==> src/hw/ccr_pkg.sv <==
// Purpose: Shared constants and carriers for the clock/reference control bank
// Assumes: AXI4-Lite slave, 32-bit data, byte-address map
// Notes:   Printed offsets are not all multiples of four, so they are indices
package ccr_pkg;

	// Register indices; byte address is four times the index
	localparam logic [7:0] IDX_CLK_CTRL0   = 8'h29;
	localparam logic [7:0] IDX_CLK_INPUT   = 8'h2A;
	localparam logic [7:0] IDX_POS_0       = 8'h2C;
	localparam logic [7:0] IDX_POS_1       = 8'h2D;
	localparam logic [7:0] IDX_POS_2       = 8'h2E;
	localparam logic [7:0] IDX_FS_A_LO     = 8'h30;
	localparam logic [7:0] IDX_FS_A_HI     = 8'h31;
	localparam logic [7:0] IDX_FS_B_LO     = 8'h32;
	localparam logic [7:0] IDX_FS_B_HI     = 8'h33;
	localparam logic [7:0] IDX_REF_SRC     = 8'h38;
	localparam logic [7:0] IDX_TS_CTRL     = 8'h3B;

	// Field positions
	localparam int DSEL_LSB    = 0;
	localparam int ZOOM_BIT    = 4;
	localparam int INV_BIT     = 0;
	localparam int SRDC_BIT    = 1;
	localparam int DCDC_BIT    = 2;
	localparam int SRTS_BIT    = 3;
	localparam int BYP_BIT     = 0;
	localparam int TSRX_BIT    = 0;
	localparam int TSDC_BIT    = 1;

	// Reset values, low-code threshold and response codes
	localparam logic [7:0]  RST_BYTE = 8'h00;
	localparam logic [15:0] RST_FS   = 16'hA000;
	localparam logic [15:0] FS_MIN   = 16'h2000;
	localparam logic [1:0]  RESP_OK  = 2'h0;
	localparam logic [1:0]  RESP_ERR = 2'h2;

	typedef struct packed {
		logic [7:0]  clk_ctrl0;
		logic [7:0]  clk_input;
		logic [15:0] fs_a;
		logic [15:0] fs_b;
		logic [7:0]  ref_src;
		logic [7:0]  ts_ctrl;
	} ccr_regs_t;

	typedef struct packed {
		logic        aw_hold;
		logic [7:0]  aw_idx;
		logic        w_hold;
		logic [31:0] w_data;
		logic [3:0]  w_strb;
		logic        bvalid;
		logic [1:0]  bresp;
		logic        rvalid;
		logic [31:0] rdata;
		logic [1:0]  rresp;
	} ccr_bus_t;

endpackage

==> src/hw/ccr_top.sv <==
// Purpose: Clock/reference control and status register bank, AXI4-Lite slave
// Assumes: One clock REF_CLK, synchronous active-low RST_B
// Notes:   Edge position status arrives from the capture logic asynchronously
`timescale 1ns/100ps
module ccr_top (
	input  wire logic        REF_CLK,
	input  wire logic        RST_B,
	input  wire logic [9:0]  S_AXI_AWADDR,
	input  wire logic        S_AXI_AWVALID,
	output logic             S_AXI_AWREADY,
	input  wire logic [31:0] S_AXI_WDATA,
	input  wire logic [3:0]  S_AXI_WSTRB,
	input  wire logic        S_AXI_WVALID,
	output logic             S_AXI_WREADY,
	output logic [1:0]       S_AXI_BRESP,
	output logic             S_AXI_BVALID,
	input  wire logic        S_AXI_BREADY,
	input  wire logic [9:0]  S_AXI_ARADDR,
	input  wire logic        S_AXI_ARVALID,
	output logic             S_AXI_ARREADY,
	output logic [31:0]      S_AXI_RDATA,
	output logic [1:0]       S_AXI_RRESP,
	output logic             S_AXI_RVALID,
	input  wire logic        S_AXI_RREADY,
	input  wire logic [23:0] EDGE_POSITION_IN,
	input  wire logic        TIMESTAMP_OUTPUT_ENABLE,
	input  wire logic        SYSREF_IN,
	input  wire logic        SAMPLE_LSB_IN,
	output logic [3:0]       SYSREF_DELAY_SELECT,
	output logic             SYSREF_WINDOW_ZOOM,
	output logic             SYSREF_ALIGN,
	output logic             SAMPLE_LSB_OUT,
	output logic             DEVICE_CLOCK_DC_COUPLED_ENABLE,
	output logic             SYSREF_DC_COUPLED_ENABLE,
	output logic [15:0]      INPUT_A_FULLSCALE_CODE,
	output logic [15:0]      INPUT_B_FULLSCALE_CODE,
	output logic             INPUT_A_FULLSCALE_LOW,
	output logic             INPUT_B_FULLSCALE_LOW,
	output logic             REFERENCE_BYPASS,
	output logic             TIMESTAMP_RECEIVER_ENABLE,
	output logic             TIMESTAMP_DC_COUPLED_ENABLE
);

	typedef struct packed {
		ccr_pkg::ccr_regs_t regs;
		ccr_pkg::ccr_bus_t  bus;
		logic [23:0]        pos_s1;
		logic [23:0]        pos_s2;
		logic [23:0]        pos_s3;
		logic [23:0]        pos_held;
		logic [2:0]         ref_s1;
		logic [2:0]         ref_s2;
		logic               align;
		logic               lsb;
		logic               aw_rdy;
		logic               w_rdy;
		logic               ar_rdy;
		logic               fs_a_low;
		logic               fs_b_low;
	} ccr_state_t;

	ccr_state_t st_r;
	ccr_state_t st_nxt;

	// True for indices that hold a register; others answer SLVERR
	function automatic logic idx_mapped(input logic [7:0] idx);
		case (idx)
			ccr_pkg::IDX_CLK_CTRL0, ccr_pkg::IDX_CLK_INPUT,
			ccr_pkg::IDX_POS_0, ccr_pkg::IDX_POS_1, ccr_pkg::IDX_POS_2,
			ccr_pkg::IDX_FS_A_LO, ccr_pkg::IDX_FS_A_HI,
			ccr_pkg::IDX_FS_B_LO, ccr_pkg::IDX_FS_B_HI,
			ccr_pkg::IDX_REF_SRC, ccr_pkg::IDX_TS_CTRL: idx_mapped = 1'b1;
			default: idx_mapped = 1'b0;
		endcase
	endfunction

	// Status bytes are not writable
	function automatic logic idx_status(input logic [7:0] idx);
		idx_status = (idx == ccr_pkg::IDX_POS_0) || (idx == ccr_pkg::IDX_POS_1) ||
			(idx == ccr_pkg::IDX_POS_2);
	endfunction

	logic       do_write;
	logic [7:0] wr_idx;
	logic [7:0] wr_byte;
	logic [7:0] rd_idx;
	logic [7:0] rd_byte;

	always_comb begin
		st_nxt = st_r;
		wr_idx = st_r.bus.aw_idx;
		wr_byte = st_r.bus.w_data[7:0];
		rd_idx = S_AXI_ARADDR[9:2];
		rd_byte = 8'h00;

		// Synchronisers: first stage feeds only the second
		st_nxt.pos_s1 = EDGE_POSITION_IN;
		st_nxt.pos_s2 = st_r.pos_s1;
		// Word kept only once two samples agree; bits may skew across the crossing
		st_nxt.pos_s3 = st_r.pos_s2;
		if (st_r.pos_s2 == st_r.pos_s3) begin
			st_nxt.pos_held = st_r.pos_s2;
		end
		st_nxt.ref_s1 = {SAMPLE_LSB_IN, TIMESTAMP_OUTPUT_ENABLE, SYSREF_IN};
		st_nxt.ref_s2 = st_r.ref_s1;

		// Address and data taken in either order
		if (S_AXI_AWVALID && !st_r.bus.aw_hold) begin
			st_nxt.bus.aw_hold = 1'b1;
			st_nxt.bus.aw_idx = S_AXI_AWADDR[9:2];
		end
		if (S_AXI_WVALID && !st_r.bus.w_hold) begin
			st_nxt.bus.w_hold = 1'b1;
			st_nxt.bus.w_data = S_AXI_WDATA;
			st_nxt.bus.w_strb = S_AXI_WSTRB;
		end

		do_write = st_r.bus.aw_hold && st_r.bus.w_hold && !st_r.bus.bvalid;
		if (do_write) begin
			st_nxt.bus.aw_hold = 1'b0;
			st_nxt.bus.w_hold = 1'b0;
			st_nxt.bus.bvalid = 1'b1;
			st_nxt.bus.bresp = ccr_pkg::RESP_OK;
			if (!idx_mapped(wr_idx) || idx_status(wr_idx)) begin
				st_nxt.bus.bresp = ccr_pkg::RESP_ERR;
			end else if (st_r.bus.w_strb[0]) begin
				// Full bytes stored; reserved bits read back, drive nothing
				case (wr_idx)
					ccr_pkg::IDX_CLK_CTRL0: st_nxt.regs.clk_ctrl0 = wr_byte;
					ccr_pkg::IDX_CLK_INPUT: st_nxt.regs.clk_input = wr_byte;
					ccr_pkg::IDX_FS_A_LO:   st_nxt.regs.fs_a[7:0] = wr_byte;
					ccr_pkg::IDX_FS_A_HI:   st_nxt.regs.fs_a[15:8] = wr_byte;
					ccr_pkg::IDX_FS_B_LO:   st_nxt.regs.fs_b[7:0] = wr_byte;
					ccr_pkg::IDX_FS_B_HI:   st_nxt.regs.fs_b[15:8] = wr_byte;
					ccr_pkg::IDX_REF_SRC:   st_nxt.regs.ref_src = wr_byte;
					ccr_pkg::IDX_TS_CTRL:   st_nxt.regs.ts_ctrl = wr_byte;
					default: st_nxt.regs = st_r.regs;
				endcase
			end
		end
		if (st_r.bus.bvalid && S_AXI_BREADY) begin
			st_nxt.bus.bvalid = 1'b0;
		end

		// Read: taken when idle, answered next cycle
		case (rd_idx)
			ccr_pkg::IDX_CLK_CTRL0: rd_byte = st_r.regs.clk_ctrl0;
			ccr_pkg::IDX_CLK_INPUT: rd_byte = st_r.regs.clk_input;
			ccr_pkg::IDX_POS_0:     rd_byte = st_r.pos_held[7:0];
			ccr_pkg::IDX_POS_1:     rd_byte = st_r.pos_held[15:8];
			ccr_pkg::IDX_POS_2:     rd_byte = st_r.pos_held[23:16];
			ccr_pkg::IDX_FS_A_LO:   rd_byte = st_r.regs.fs_a[7:0];
			ccr_pkg::IDX_FS_A_HI:   rd_byte = st_r.regs.fs_a[15:8];
			ccr_pkg::IDX_FS_B_LO:   rd_byte = st_r.regs.fs_b[7:0];
			ccr_pkg::IDX_FS_B_HI:   rd_byte = st_r.regs.fs_b[15:8];
			ccr_pkg::IDX_REF_SRC:   rd_byte = st_r.regs.ref_src;
			ccr_pkg::IDX_TS_CTRL:   rd_byte = st_r.regs.ts_ctrl;
			default:                rd_byte = 8'h00;
		endcase
		if (S_AXI_ARVALID && !st_r.bus.rvalid) begin
			st_nxt.bus.rvalid = 1'b1;
			st_nxt.bus.rdata = {24'h000000, rd_byte};
			st_nxt.bus.rresp = idx_mapped(rd_idx) ? ccr_pkg::RESP_OK : ccr_pkg::RESP_ERR;
		end else if (st_r.bus.rvalid && S_AXI_RREADY) begin
			st_nxt.bus.rvalid = 1'b0;
		end

		// Polarity applied to the alignment reference
		st_nxt.align = st_r.ref_s2[0] ^ st_r.regs.clk_input[ccr_pkg::INV_BIT];
		// Reference replaces the sample LSB only with both enables
		st_nxt.lsb = (st_r.regs.clk_input[ccr_pkg::SRTS_BIT] && st_r.ref_s2[1])
			? st_r.ref_s2[0] : st_r.ref_s2[2];

		if (!RST_B) begin
			st_nxt = '0;
			st_nxt.regs.clk_ctrl0 = ccr_pkg::RST_BYTE;
			st_nxt.regs.clk_input = ccr_pkg::RST_BYTE;
			st_nxt.regs.fs_a = ccr_pkg::RST_FS;
			st_nxt.regs.fs_b = ccr_pkg::RST_FS;
			st_nxt.regs.ref_src = ccr_pkg::RST_BYTE;
			st_nxt.regs.ts_ctrl = ccr_pkg::RST_BYTE;
		end

		// Derived outputs registered so every port leaves a flop
		st_nxt.aw_rdy = !st_nxt.bus.aw_hold;
		st_nxt.w_rdy = !st_nxt.bus.w_hold;
		st_nxt.ar_rdy = !st_nxt.bus.rvalid;
		// Flag only; low codes still apply, merely degraded
		st_nxt.fs_a_low = st_nxt.regs.fs_a < ccr_pkg::FS_MIN;
		st_nxt.fs_b_low = st_nxt.regs.fs_b < ccr_pkg::FS_MIN;
	end

	always_ff @(posedge REF_CLK) begin
		st_r <= st_nxt;
	end

	// Control outputs all come straight from state flops
	always_comb begin
		S_AXI_AWREADY = st_r.aw_rdy;
		S_AXI_WREADY = st_r.w_rdy;
		S_AXI_BVALID = st_r.bus.bvalid;
		S_AXI_BRESP = st_r.bus.bresp;
		S_AXI_ARREADY = st_r.ar_rdy;
		S_AXI_RVALID = st_r.bus.rvalid;
		S_AXI_RDATA = st_r.bus.rdata;
		S_AXI_RRESP = st_r.bus.rresp;
		SYSREF_DELAY_SELECT = st_r.regs.clk_ctrl0[ccr_pkg::DSEL_LSB +: 4];
		SYSREF_WINDOW_ZOOM = st_r.regs.clk_ctrl0[ccr_pkg::ZOOM_BIT];
		SYSREF_ALIGN = st_r.align;
		SAMPLE_LSB_OUT = st_r.lsb;
		DEVICE_CLOCK_DC_COUPLED_ENABLE = st_r.regs.clk_input[ccr_pkg::DCDC_BIT];
		SYSREF_DC_COUPLED_ENABLE = st_r.regs.clk_input[ccr_pkg::SRDC_BIT];
		INPUT_A_FULLSCALE_CODE = st_r.regs.fs_a;
		INPUT_B_FULLSCALE_CODE = st_r.regs.fs_b;
		INPUT_A_FULLSCALE_LOW = st_r.fs_a_low;
		INPUT_B_FULLSCALE_LOW = st_r.fs_b_low;
		REFERENCE_BYPASS = st_r.regs.ref_src[ccr_pkg::BYP_BIT];
		TIMESTAMP_RECEIVER_ENABLE = st_r.regs.ts_ctrl[ccr_pkg::TSRX_BIT];
		TIMESTAMP_DC_COUPLED_ENABLE = st_r.regs.ts_ctrl[ccr_pkg::TSDC_BIT];
	end

endmodule

==> config.mk <==
export PLATFORM = sky130hd
export DESIGN_NAME = ccr_top
export DESIGN_NICKNAME = d
export VERILOG_FILES = /design/src/hw/ccr_pkg.sv /design/src/hw/ccr_top.sv
export SDC_FILE = /design/constraint.sdc
export NUM_CORES = 1
export LEC_CHECK = 0
export BUFFER_PORTS_ARGS = -buffer_cell sky130_fd_sc_hd__buf_4
export CORE_ASPECT_RATIO = 0.7
export CORE_MARGIN = 2
export CORE_UTILIZATION = 30
export DETAILED_ROUTE_END_ITERATION = 8
export HOLD_SLACK_MARGIN = 0.03
export PLACE_DENSITY = 0.48
export SLEW_MARGIN = 20
export SYNTH_ARGS = -nofsm -noshare
export SYNTH_HDL_FRONTEND = slang
export SYNTH_SLANG_ARGS = --single-unit
==> constraint.sdc <==
create_clock -name REF_CLK -period 2.4 [get_ports REF_CLK]
set_input_delay 0.24 -clock REF_CLK [delete_from_list [all_inputs] [get_ports REF_CLK]]
set_output_delay 0.24 -clock REF_CLK [all_outputs]
set_load 0.02 [all_outputs]
Word-level counts from Yosys, hierarchy flattened
Cells that the tools add are included.
{ "op_classes": {"order_cmp": 2, "eq_ne": 23, "n_mux": 27, "n_bitwise": 3, "reduce_logical": 26} }
{ "ops": {"columns": ["operator", "n"], "rows": [
  ["241-bit two-way mux", 1],
  ["8-bit by 6-bit equality test with 1-bit output (second input constant)", 22],
  ["48-bit two-way mux", 2],
  ["8-bit case mux with 11 select lines", 1],
  ["49-bit two-way mux", 1],
  ["8-bit two-way mux", 6],
  ["37-bit two-way mux", 1],
  ["16-bit by 14-bit less-than comparator with 1-bit output (second input constant)", 2],
  ["24-bit equality test", 1],
  ["24-bit two-way mux", 1],
  ["11-bit OR reduction", 2],
  ["4-bit AND reduction", 4],
  ["10-bit two-way mux", 1],
  ["1-bit two-way mux", 9],
  ["9-bit two-way mux", 1],
  ["1-bit logical AND", 8],
  ["1-bit logical NOT", 8],
  ["2-bit two-way mux", 2],
  ["1-bit logical OR", 3],
  ["3-bit two-way mux", 1],
  ["1-bit NOT", 2],
  ["2-bit OR reduction", 1],
  ["1-bit bitwise XOR", 1]
]} }
{ "totals": {"reg_bits": 233, "in_bits": 90, "output_inout_bits": 87} }

Logic depth before layout (Yosys ltp)
Gate-level depths: netlist of the first run.
{ "depth": {"ltp_word": 11, "depth_mapped": 7, "ltp_nobuf": 5} }

Worst setup path before layout of the first run
No wires, ideal clock.
{ "synth_timing": {"kind": "reg2reg", "from": "reg st_r (netlist bit S_AXI_BVALID)", "to": "reg st_r[248] in the netlist's numbering", "arrival_time_ns": 1.670, "slack_ns": 0.603, "stages_incl_launch_ff": 7, "path_buffers": 1, "period_less_slack_ns": 1.797, "cell_sequence": "dfxtp_1 > and4b_1 > nand2_1 > or4_1 > buf_2 > mux2i_1 > nor2_1"} }
{ "synth_between": {"elab_chain_cells": 3} }
{ "synth_lines": {"columns": ["element", "line_no", "source"], "rows": [
  ["start: declaration", "ccr_top.sv:62", "ccr_state_t st_r;"],
  ["start signal: assignment", "ccr_top.sv:194", "st_r <= st_nxt;"],
  ["1-bit logical NOT", "ccr_top.sv:118", "do_write = st_r.bus.aw_hold && st_r.bus.w_hold && !st_r.bus.bvalid;"],
  ["1-bit logical AND", "ccr_top.sv:118", null],
  ["4-bit AND reduction (no line)", null, null]
]} }
Every way passes these cells.
A chain may end at the register's enable or synchronous reset.

Worst setup path after layout of the first run
{ "layout_timing": {"from": "reg st_r (netlist bit wr_idx[7])", "to": "reg st_r (netlist bit INPUT_B_FULLSCALE_CODE[2])"} }
{ "layout_between": {"elab_chain_cells": 9} }
{ "layout_lines": {"columns": ["element", "line_no", "source"], "rows": [
  ["8-bit by 6-bit equality test with 1-bit output, on equally long branches", null, null],
  ["11-bit OR reduction", "ccr_top.sv:67", "case (idx)"],
  ["1-bit two-way mux", "ccr_top.sv:67", null],
  ["1-bit two-way mux", "ccr_top.sv:119", "if (do_write) begin"],
  ["1-bit logical NOT", "ccr_top.sv:124", "if (!idx_mapped(wr_idx) || idx_status(wr_idx)) begin"],
  ["1-bit logical OR", "ccr_top.sv:124", null],
  ["48-bit two-way mux (*)", "ccr_top.sv:124", null],
  ["49-bit two-way mux (*)", "ccr_top.sv:119", null],
  ["241-bit two-way mux (*)", "ccr_top.sv:174", "if (!RST_B) begin"]
]} }
Every way passes the cells marked *; elsewhere a longest branch is shown, timed or not. The select of a mux whose other input is x is not followed.

==> results of run 1 <==
cell type report:
class / instances / area (µm²) / share of cell area (%)
well taps: 371 / 464 / 4.42
flip-flops and latches: 204 / 4080 / 38.9
multi-input cells: 563 / 3540 / 33.7
clock inverters: 7 / 70.1 / 0.667
inverters: 32 / 120 / 1.14
clock buffers: 34 / 647 / 6.16
repair buffers: 192 / 1580 / 15.0
cells in the final DEF, fill, tap and decap left out, drive strengths merged, types with 9 or more instances in the layout:
cell type	n
mux2i	88
nand2	122
a21oi	27
o21ai	12
buf	147
nand3	21
conb	26
and2	60
clkbuf	34
xor2	9
nor2	67
dlygate4sd3	45
dfxtp	204
inv	33
nor2b	10
xnor2	18
stage by stage:
stage	instances	hold slack [ns]
floorplan	931	0.367
global placement	1317	0.417
detailed placement	1317	0.418
CTS	1403	0.0491
global route	1403	0.0795
finish	1403	0.0757
layer usage:
metal / track usage (%) / share of wire (%) / vias up
met5: 0 / 0 / -
met4: 3.36 / 1.8 / 0
met3: 4.46 / 7.7 / 32
met2: 21.2 / 39 / 183
met1: 23.1 / 51 / 2993
li1: - / - / 3158
flip-flops by register name, indices dropped and copies added (netlist names), 4 cells and up:
signal / cells
INPUT_A_FULLSCALE_CODE: 16
INPUT_B_FULLSCALE_CODE: 16
SYSREF_DELAY_SELECT: 4
S_AXI_RDATA: 8
st_r: 135
wr_idx: 8
critical path, delay by kind of cell, from the launching register on:
family | cells | cell delay [ns]
flip-flops | 1 | 0.33
multiplexers | 1 | 0.24
AND/OR/NAND/NOR | 4 | 1.44
cell families (layout without fill, tap and decap cells):
| kind of cell | Yosys count | after routing | synth area share (%) |
|---|---|---|---|
| mux | 91 | 91 | 11.0 |
| simple gates | 324 | 324 | 19.2 |
| compound gates | 95 | 95 | 7.79 |
| flops | 204 | 204 | 48.3 |
| xor+xnor | 27 | 27 | 2.80 |
| buf+inv | 164 | 265 | 10.9 |
| other cells | 1 | 26 | 0.0444 |
power by group:
group          total [µW]  internal (µW)  switching [µW]  leakage, µW
Clock                3370           1980            1390     0.000354
Combinational         516            241             275      0.00273
Sequential           3540           3470            69.3      0.00166
Total                7430           5690            1740      0.00474
path summary, 6_finish.rpt:
path,from,end,slack (ns),depth (start not counted)
max,wr_idx[7],INPUT_B_FULLSCALE_CODE[2],0.24,5
min,S_AXI_AWVALID,S_AXI_AWREADY,0.08,3
max reg2reg,wr_idx[7],INPUT_B_FULLSCALE_CODE[2],0.24,5
min reg2reg,st_r[105],st_r[81],0.43,1
==> metrics.sh, run 1 <==
START_UTIL_PCT=30.4
GRT_PASS1_VIAS=6037
YOSYSTOPAREACELLSHARE_PCT=48.3
TRITONCTS.NUM_BUFFERS=23
GP_CONGESTION=0.870
MIN_PATH_TYPE='input port to register'
GRT_REMAINING_OVERFLOW=0
SETUP_WS_POST_LAYOUT_NS=0.240
PEAKVDDDROP_V=0.000369
WORSTSETUPSTARTPOINTTYPE='register'
GROUTE.USAGE.OVERALL_PCT=15.4
CLKTRANSATPATHREGS_NS=0.06
GRT_PASS1_WL_UM=35000
DIE_W_UM=205
POWER_LEAKAGE_uW=0.00474
CRIT_CHAIN='nor4b_4, and3b_1, or3b_1, mux2i_1, nor2_1'
ROW_COUNT=51
POST_CTS_RESIZE_COUNT=0
FIN_CRIT_NS=2.16
P_TOTAL_uW=7430
VIAS_PER_CELL=4.54
SYNTH.YOSYS.SEQ_AREA_SHARE_PCT=48.3
CLOCK_SINK_COUNT=204
TIMING.CRITICAL_PATH.SLOWEST_STAGE_CELL='or3b_1'
CRITPATHREQUIREDTIME_NS=2.77
YOSYS_WARNINGS=0
POST-CTS-SETUP-BUFFERS=0
CTS_TREE='built'
CLOCK_ROOT_BUFFER='clkbuf_16'
DRT_ITER0_MARKERS=358
CRITPATHARRIVALTIME_NS=2.53
SETUP_VIOLATIONS=0
SYN_AREA_PER_CELL_UM2=9.33
DRC=0
PIN_COUNT_OF_THE_BIGGEST_NET_ENTERING_GLOBAL_ROUTING=114
RSZ0062_AT_GRT='false'
SLEW-LIMIT-HEADROOM_PCT=57.0
CTS.HTREE.LEVELS=1
STATUS='finished clean'
WORST_SKEW_PAIR.LATE_LATENCY_NS=0.51
HOLD_VIOL=0
DIE_AREA_MM2=0.0295
CHIPHEIGHT_UM=144
NNETSFINAL=1106
AREA_DELTA_SYNTH_FINAL_PCT=24.3
ENDPOINT_KIND='register'
POSTPLACECELLAREA_MM2=0.00934
FINAL_CELL_AREA_MM2=0.0105
ROUTE.DETAILED.WL_PER_INST_UM=16.5
ANTENNA_CELLS=0
SYNTH_LARGEST_AREA_CELL='dfxtp_1'
DR_TOTAL_VIAS=6366
GRT_ANTENNA_BEFORE_REPAIR=0
DRTPASS1ITERATIONS=5
POSTSYNTH.ASYNCRESETSHARE_PCT=0
FIN_CRIT_SH_PCT=90.0
DESIGN.CORE.AREA_MM2=0.0278
BOUNDARYPINS=177
UTILIZATION_PCT=37.8
COUNT_OF_FLIP_FLOPS_WITH_A_BUILT_IN_ENABLE_AFTER_SYNTHESIS=0
FMAX_MHz=463
NETLIST_AREA_MM2=0.00845
SYNTH.DISTINCT_CELLS=66
SYNTHFLOPTYPE='dfxtp_1'
YS_TOP_CELLS_BY_COUNT='dfxtp_1, nand2_1, mux2i_1, buf_4, nor2_1'
SYNTH_SEQ_CELLS=204
FINCLKSKEW_NS=0.0112
YS_TOP_CELLS_BY_AREA='dfxtp_1, mux2i_1, buf_4'
PRECTSSETUPSLACK_NS=0.230
SETUP.WORST_PATH.CLASS='register to register'
CRITICAL_PATH_MAX_STAGE_DELAY_NS=0.64
CRIT_FANOUT=8
POSTSYNTHCELLCOUNT=906
CTSLONGESTPATHBUFFERS=3
SYNTHMOSTINSTANTIATEDCELL='dfxtp_1'
POWER_DENSITY_mW_PER_MM2=707
DETAILED_PLACE_HPWL_UM=16600
WORST-SLEW-PIN-TRANSITION_NS=0.645
ANTENNA_NETS_POST_ROUTE=0
CAP_VIOLATIONS=0
PORT_BUFFERS=119
FINAL.FILL_COUNT=2852
MAXSLEWVIOLCOUNT=0
DRT_WL_TOTAL_UM=23200
LAYOUT-DRIVE-GT1-SHARE_PCT=18.5
CTS_HOLD_REPAIR.BUFFERS=45
SETUP_TOTAL_NEGATIVE_SLACK_NS=0
(Power assumes the default switching activity.)
==> inputs of run 2 (changes only) <==
--- a/config.mk
+++ b/config.mk
@@ -11,7 +11,7 @@
 export CORE_UTILIZATION = 30
 export DETAILED_ROUTE_END_ITERATION = 8
 export HOLD_SLACK_MARGIN = 0.03
-export PLACE_DENSITY = 0.48
+export PLACE_DENSITY = 0.5
 export SLEW_MARGIN = 20
 export SYNTH_ARGS = -nofsm -noshare
 export SYNTH_HDL_FRONTEND = slang
==> constraint.sdc (replaced) <==
create_clock -name REF_CLK -period 1.8 [get_ports REF_CLK]
set_input_delay 0.18 -clock REF_CLK [delete_from_list [all_inputs] [get_ports REF_CLK]]
set_output_delay 0.18 -clock REF_CLK [all_outputs]
set_load 0.02 [all_outputs]
==> run 2 against run 1 <==
Net effect: the run now ends with negative setup slack left; sequential power is 33% higher; non-clock buffer count is 33 higher; die area stayed put; design area is 4.1% higher; utilization is 1.5 points higher; critical path depth is 1 higher; register-to-register slack worse by 0.25 ns; final cell count is 2.1% higher; clock skew is 0.0013 ns higher; routed wire length is 0.29% higher; total power is 38% higher; critical path type unchanged; largest cell class unchanged.
==> metrics.sh, run 2 (synthesis gave the netlist of run 1 again) <==
STATUS='finished, violations left'
VIOLATED_CHECKS='negative setup slack'
PRECTSSETUPSLACK_NS=-0.145  # -0.374 ns
POSTPLACECELLAREA_MM2=0.00963  # +3.1%
CRITICAL_PATH_MAX_STAGE_DELAY_NS=0.42  # -0.22 ns
MIN_PATH_TYPE='input port to register'
LAYOUT-DRIVE-GT1-SHARE_PCT=22.2  # +3.7 points
DIE_W_UM=205  # unchanged
FINAL.FILL_COUNT=2807  # -1.6%
START_UTIL_PCT=30.4  # unchanged
P_TOTAL_uW=10200  # +38%
NETSWITCHINGFRACTION_PCT=22.5  # -0.94 points
CTS_TREE='built'
MAXSLEWVIOLCOUNT=0  # unchanged
HOLD_VIOL=0  # unchanged
CHIPHEIGHT_UM=144  # unchanged
POWER_DENSITY_mW_PER_MM2=935  # +32%
CAP_VIOLATIONS=0  # unchanged
CLOCK_ROOT_BUFFER='clkbuf_16'
ROW_COUNT=51  # unchanged
PORT_BUFFERS=119  # unchanged
GRT_ANTENNA_BEFORE_REPAIR=0  # unchanged
FIN_HOLD_WS_NS=0.0424  # -0.0333 ns
CRITPATHREQUIREDTIME_NS=2.23  # -0.54 ns
DRT_WL_TOTAL_UM=23200  # +0.29%
TOTAL_SWITCHING_POWER_uW=2300  # +32%
DIE_AREA_MM2=0.0295  # unchanged
FF2FF_PATH_DEPTH=6  # +1
GRT_REMAINING_OVERFLOW=0  # unchanged
DR_TOTAL_VIAS=6511  # +2.3%
DESIGN.CORE.AREA_MM2=0.0278  # unchanged
FIN_CRIT_NS=1.81  # -0.351 ns
CRITPATHARRIVALTIME_NS=2.24  # -0.29 ns
DRC=0  # unchanged
PEAKVDDDROP_V=0.000544  # +48%
ANTENNA_CELLS=0  # unchanged
ANTENNA_NETS_POST_ROUTE=0  # unchanged
WORST_SKEW_PAIR.LATE_LATENCY_NS=0.50  # about the same
WORST-SLEW-PIN-TRANSITION_NS=0.538  # -0.107 ns
DRT_ITER0_MARKERS=432  # +21%
REGTOREGENDPOINT='INPUT_B_FULLSCALE_LOW'
CRIT-REG2REG-LAUNCH='wr_idx[7]'
DETAILED_PLACE_HPWL_UM=16800  # +1.1%
TIMING.CRITICAL_PATH.SLOWEST_STAGE_CELL='or4_1'
AREA_DELTA_SYNTH_FINAL_PCT=29.4
POWER_LEAKAGE_uW=0.00496  # +4.7%
MAX_FFS_PER_REGISTER=135  # unchanged
CRIT_FANOUT=4  # -4
DRTPASS1ITERATIONS=5  # unchanged
FINAL_COMMON_CELL='dfxtp_1'
FINAL_CELL_AREA_MM2=0.0109  # +4.1%
SETUP_VIOLATIONS=1  # +1
RSZ0062_AT_GRT='true'
CTSLONGESTPATHBUFFERS=3  # unchanged
WORSTSETUPSTARTPOINTTYPE='register'
HOLD_DEPTH=4  # +1
GRT_PASS1_WL_UM=35700  # +1.8%
BOUNDARYPINS=177  # unchanged
TOP_REGISTER='st_r'
NNETSFINAL=1137  # +2.8%
FMAX_MHz=553  # +19%
CRIT_CHAIN='nor4b_4, and3b_2, buf_4, nand4_4, or4_1, a21oi_2'
GROUTE.USAGE.OVERALL_PCT=15.7  # +0.32 points
FIN_CRIT_SH_PCT=101  # +11 points
TIMING.REG2REG.SETUP_SLACK_NS=-0.009  # -0.25 ns
GP_CONGESTION=0.872  # +0.24%
HOLDPATHEND='S_AXI_ARREADY'
PORTION_OF_TOTAL_POWER_ATTRIBUTED_TO_COMBINATIONAL_LOGIC_PCT=7.2  # +0.3 points
POWER.SHARE.CLOCK_PCT=46.6  # +1.2 points
LAYOUT_COMMON_CELLS='dfxtp_1, buf_4, nand2_1'
HOLDCRITSTARTPOINT='S_AXI_RREADY'
GRT_PASS1_VIAS=6197  # +2.7%
SETUP.WORST_PATH.CLASS='register to register'
INTERNAL_POWER_uW=7920  # +39%
TRITONCTS.NUM_BUFFERS=21  # -8.7%
PIN_COUNT_OF_THE_BIGGEST_NET_ENTERING_GLOBAL_ROUTING=114  # unchanged
CLOCK_SINK_COUNT=204  # unchanged
VIAS_PER_CELL=4.55  # +0.21%
ROUTE.DETAILED.WL_PER_INST_UM=16.2  # -1.7%
CTS.HTREE.LEVELS=1  # unchanged
SETUP_WS_POST_LAYOUT_NS=-0.00922  # -0.249 ns
SLEW-LIMIT-HEADROOM_PCT=64.0  # +7.0 points
ENDPOINT_KIND='register'
POWER.SHARE.SEQUENTIAL_PCT=46.1  # -1.6 points
FINCLKSKEW_NS=0.0125  # +0.00129 ns
CLKTRANSATPATHREGS_NS=0.06  # about the same
run 2: cell count changes in the layout (fill, tap and decap cells not counted), sizes merged:
cell / delta
bufinv: +4
buf: +31
dlygate4sd3: +2
clkinvlp: +1
clkinv: +1
clkbuf: -10
run 2: per-layer routing:
layer  GRT usage (%)  share of wire (%)
met1            23.7                 51
met2            22.0                 41
met3            4.01                6.6
met4            3.24                1.5
met5               0                  0
run 2: how the worst max path moves through the flow:
stage	from	endpoint
floorplan	S_AXI_BVALID	st_r[248]
global placement	S_AXI_ARADDR[7]	S_AXI_RDATA[4]
detailed placement	S_AXI_ARADDR[7]	S_AXI_RDATA[4]
CTS	wr_idx[6]	INPUT_B_FULLSCALE_LOW
global route	wr_idx[7]	INPUT_B_FULLSCALE_LOW
finish	wr_idx[7]	INPUT_B_FULLSCALE_LOW
run 2: critical path: cells and delay by family (launching register included):
kind / cells / cell delay (ns)
AND/OR/NAND/NOR: 4 / 1.13
flip-flops: 1 / 0.33
buffers and inverters: 1 / 0.14
AO/OA/AOI/OAI: 1 / 0.14
run 2: cell type report:
| class | instances | area, µm² | area share (%) |
|---|---|---|---|
| clock buffers | 24 | 557 | 5.09 |
| inverters | 32 | 120 | 1.10 |
| well taps | 371 | 464 | 4.25 |
| repair buffers | 225 | 1940 | 17.7 |
| flip-flops and latches | 204 | 4090 | 37.4 |
| clock inverters | 13 | 196 | 1.80 |
| multi-input cells | 563 | 3570 | 32.6 |
run 2: power groups by stage:
stage                     Clock [µW]  Combinational, µW  Sequential, µW
after floorplan                    0                435            4780
after global placement             0                654            4810
after detailed placement           0                656            4820
after CTS                       4880                741            4710
after global routing            5060                811            4730
final                           4770                739            4710
run 2: through the flow:
stage          setup TNS [ns]  utilization (%)  cells
2_1_floorplan               0                -    931
3_3_place_gp           -0.130             34.7   1346
3_5_place_dp           -0.280             34.7   1346
4_1_cts               -0.0203             39.1   1431
5_1_grt                -0.935             39.4   1432
6_report             -0.00922             39.4   1432
run 2: repair_timing:
item                                    CTS  global route
pin swaps                                 2             6
setup buffers                             1             1
hold buffers                             47             0
endpoints found under the hold margin    47             0
endpoints found under the setup margin    9            39
resized for setup                         3            16
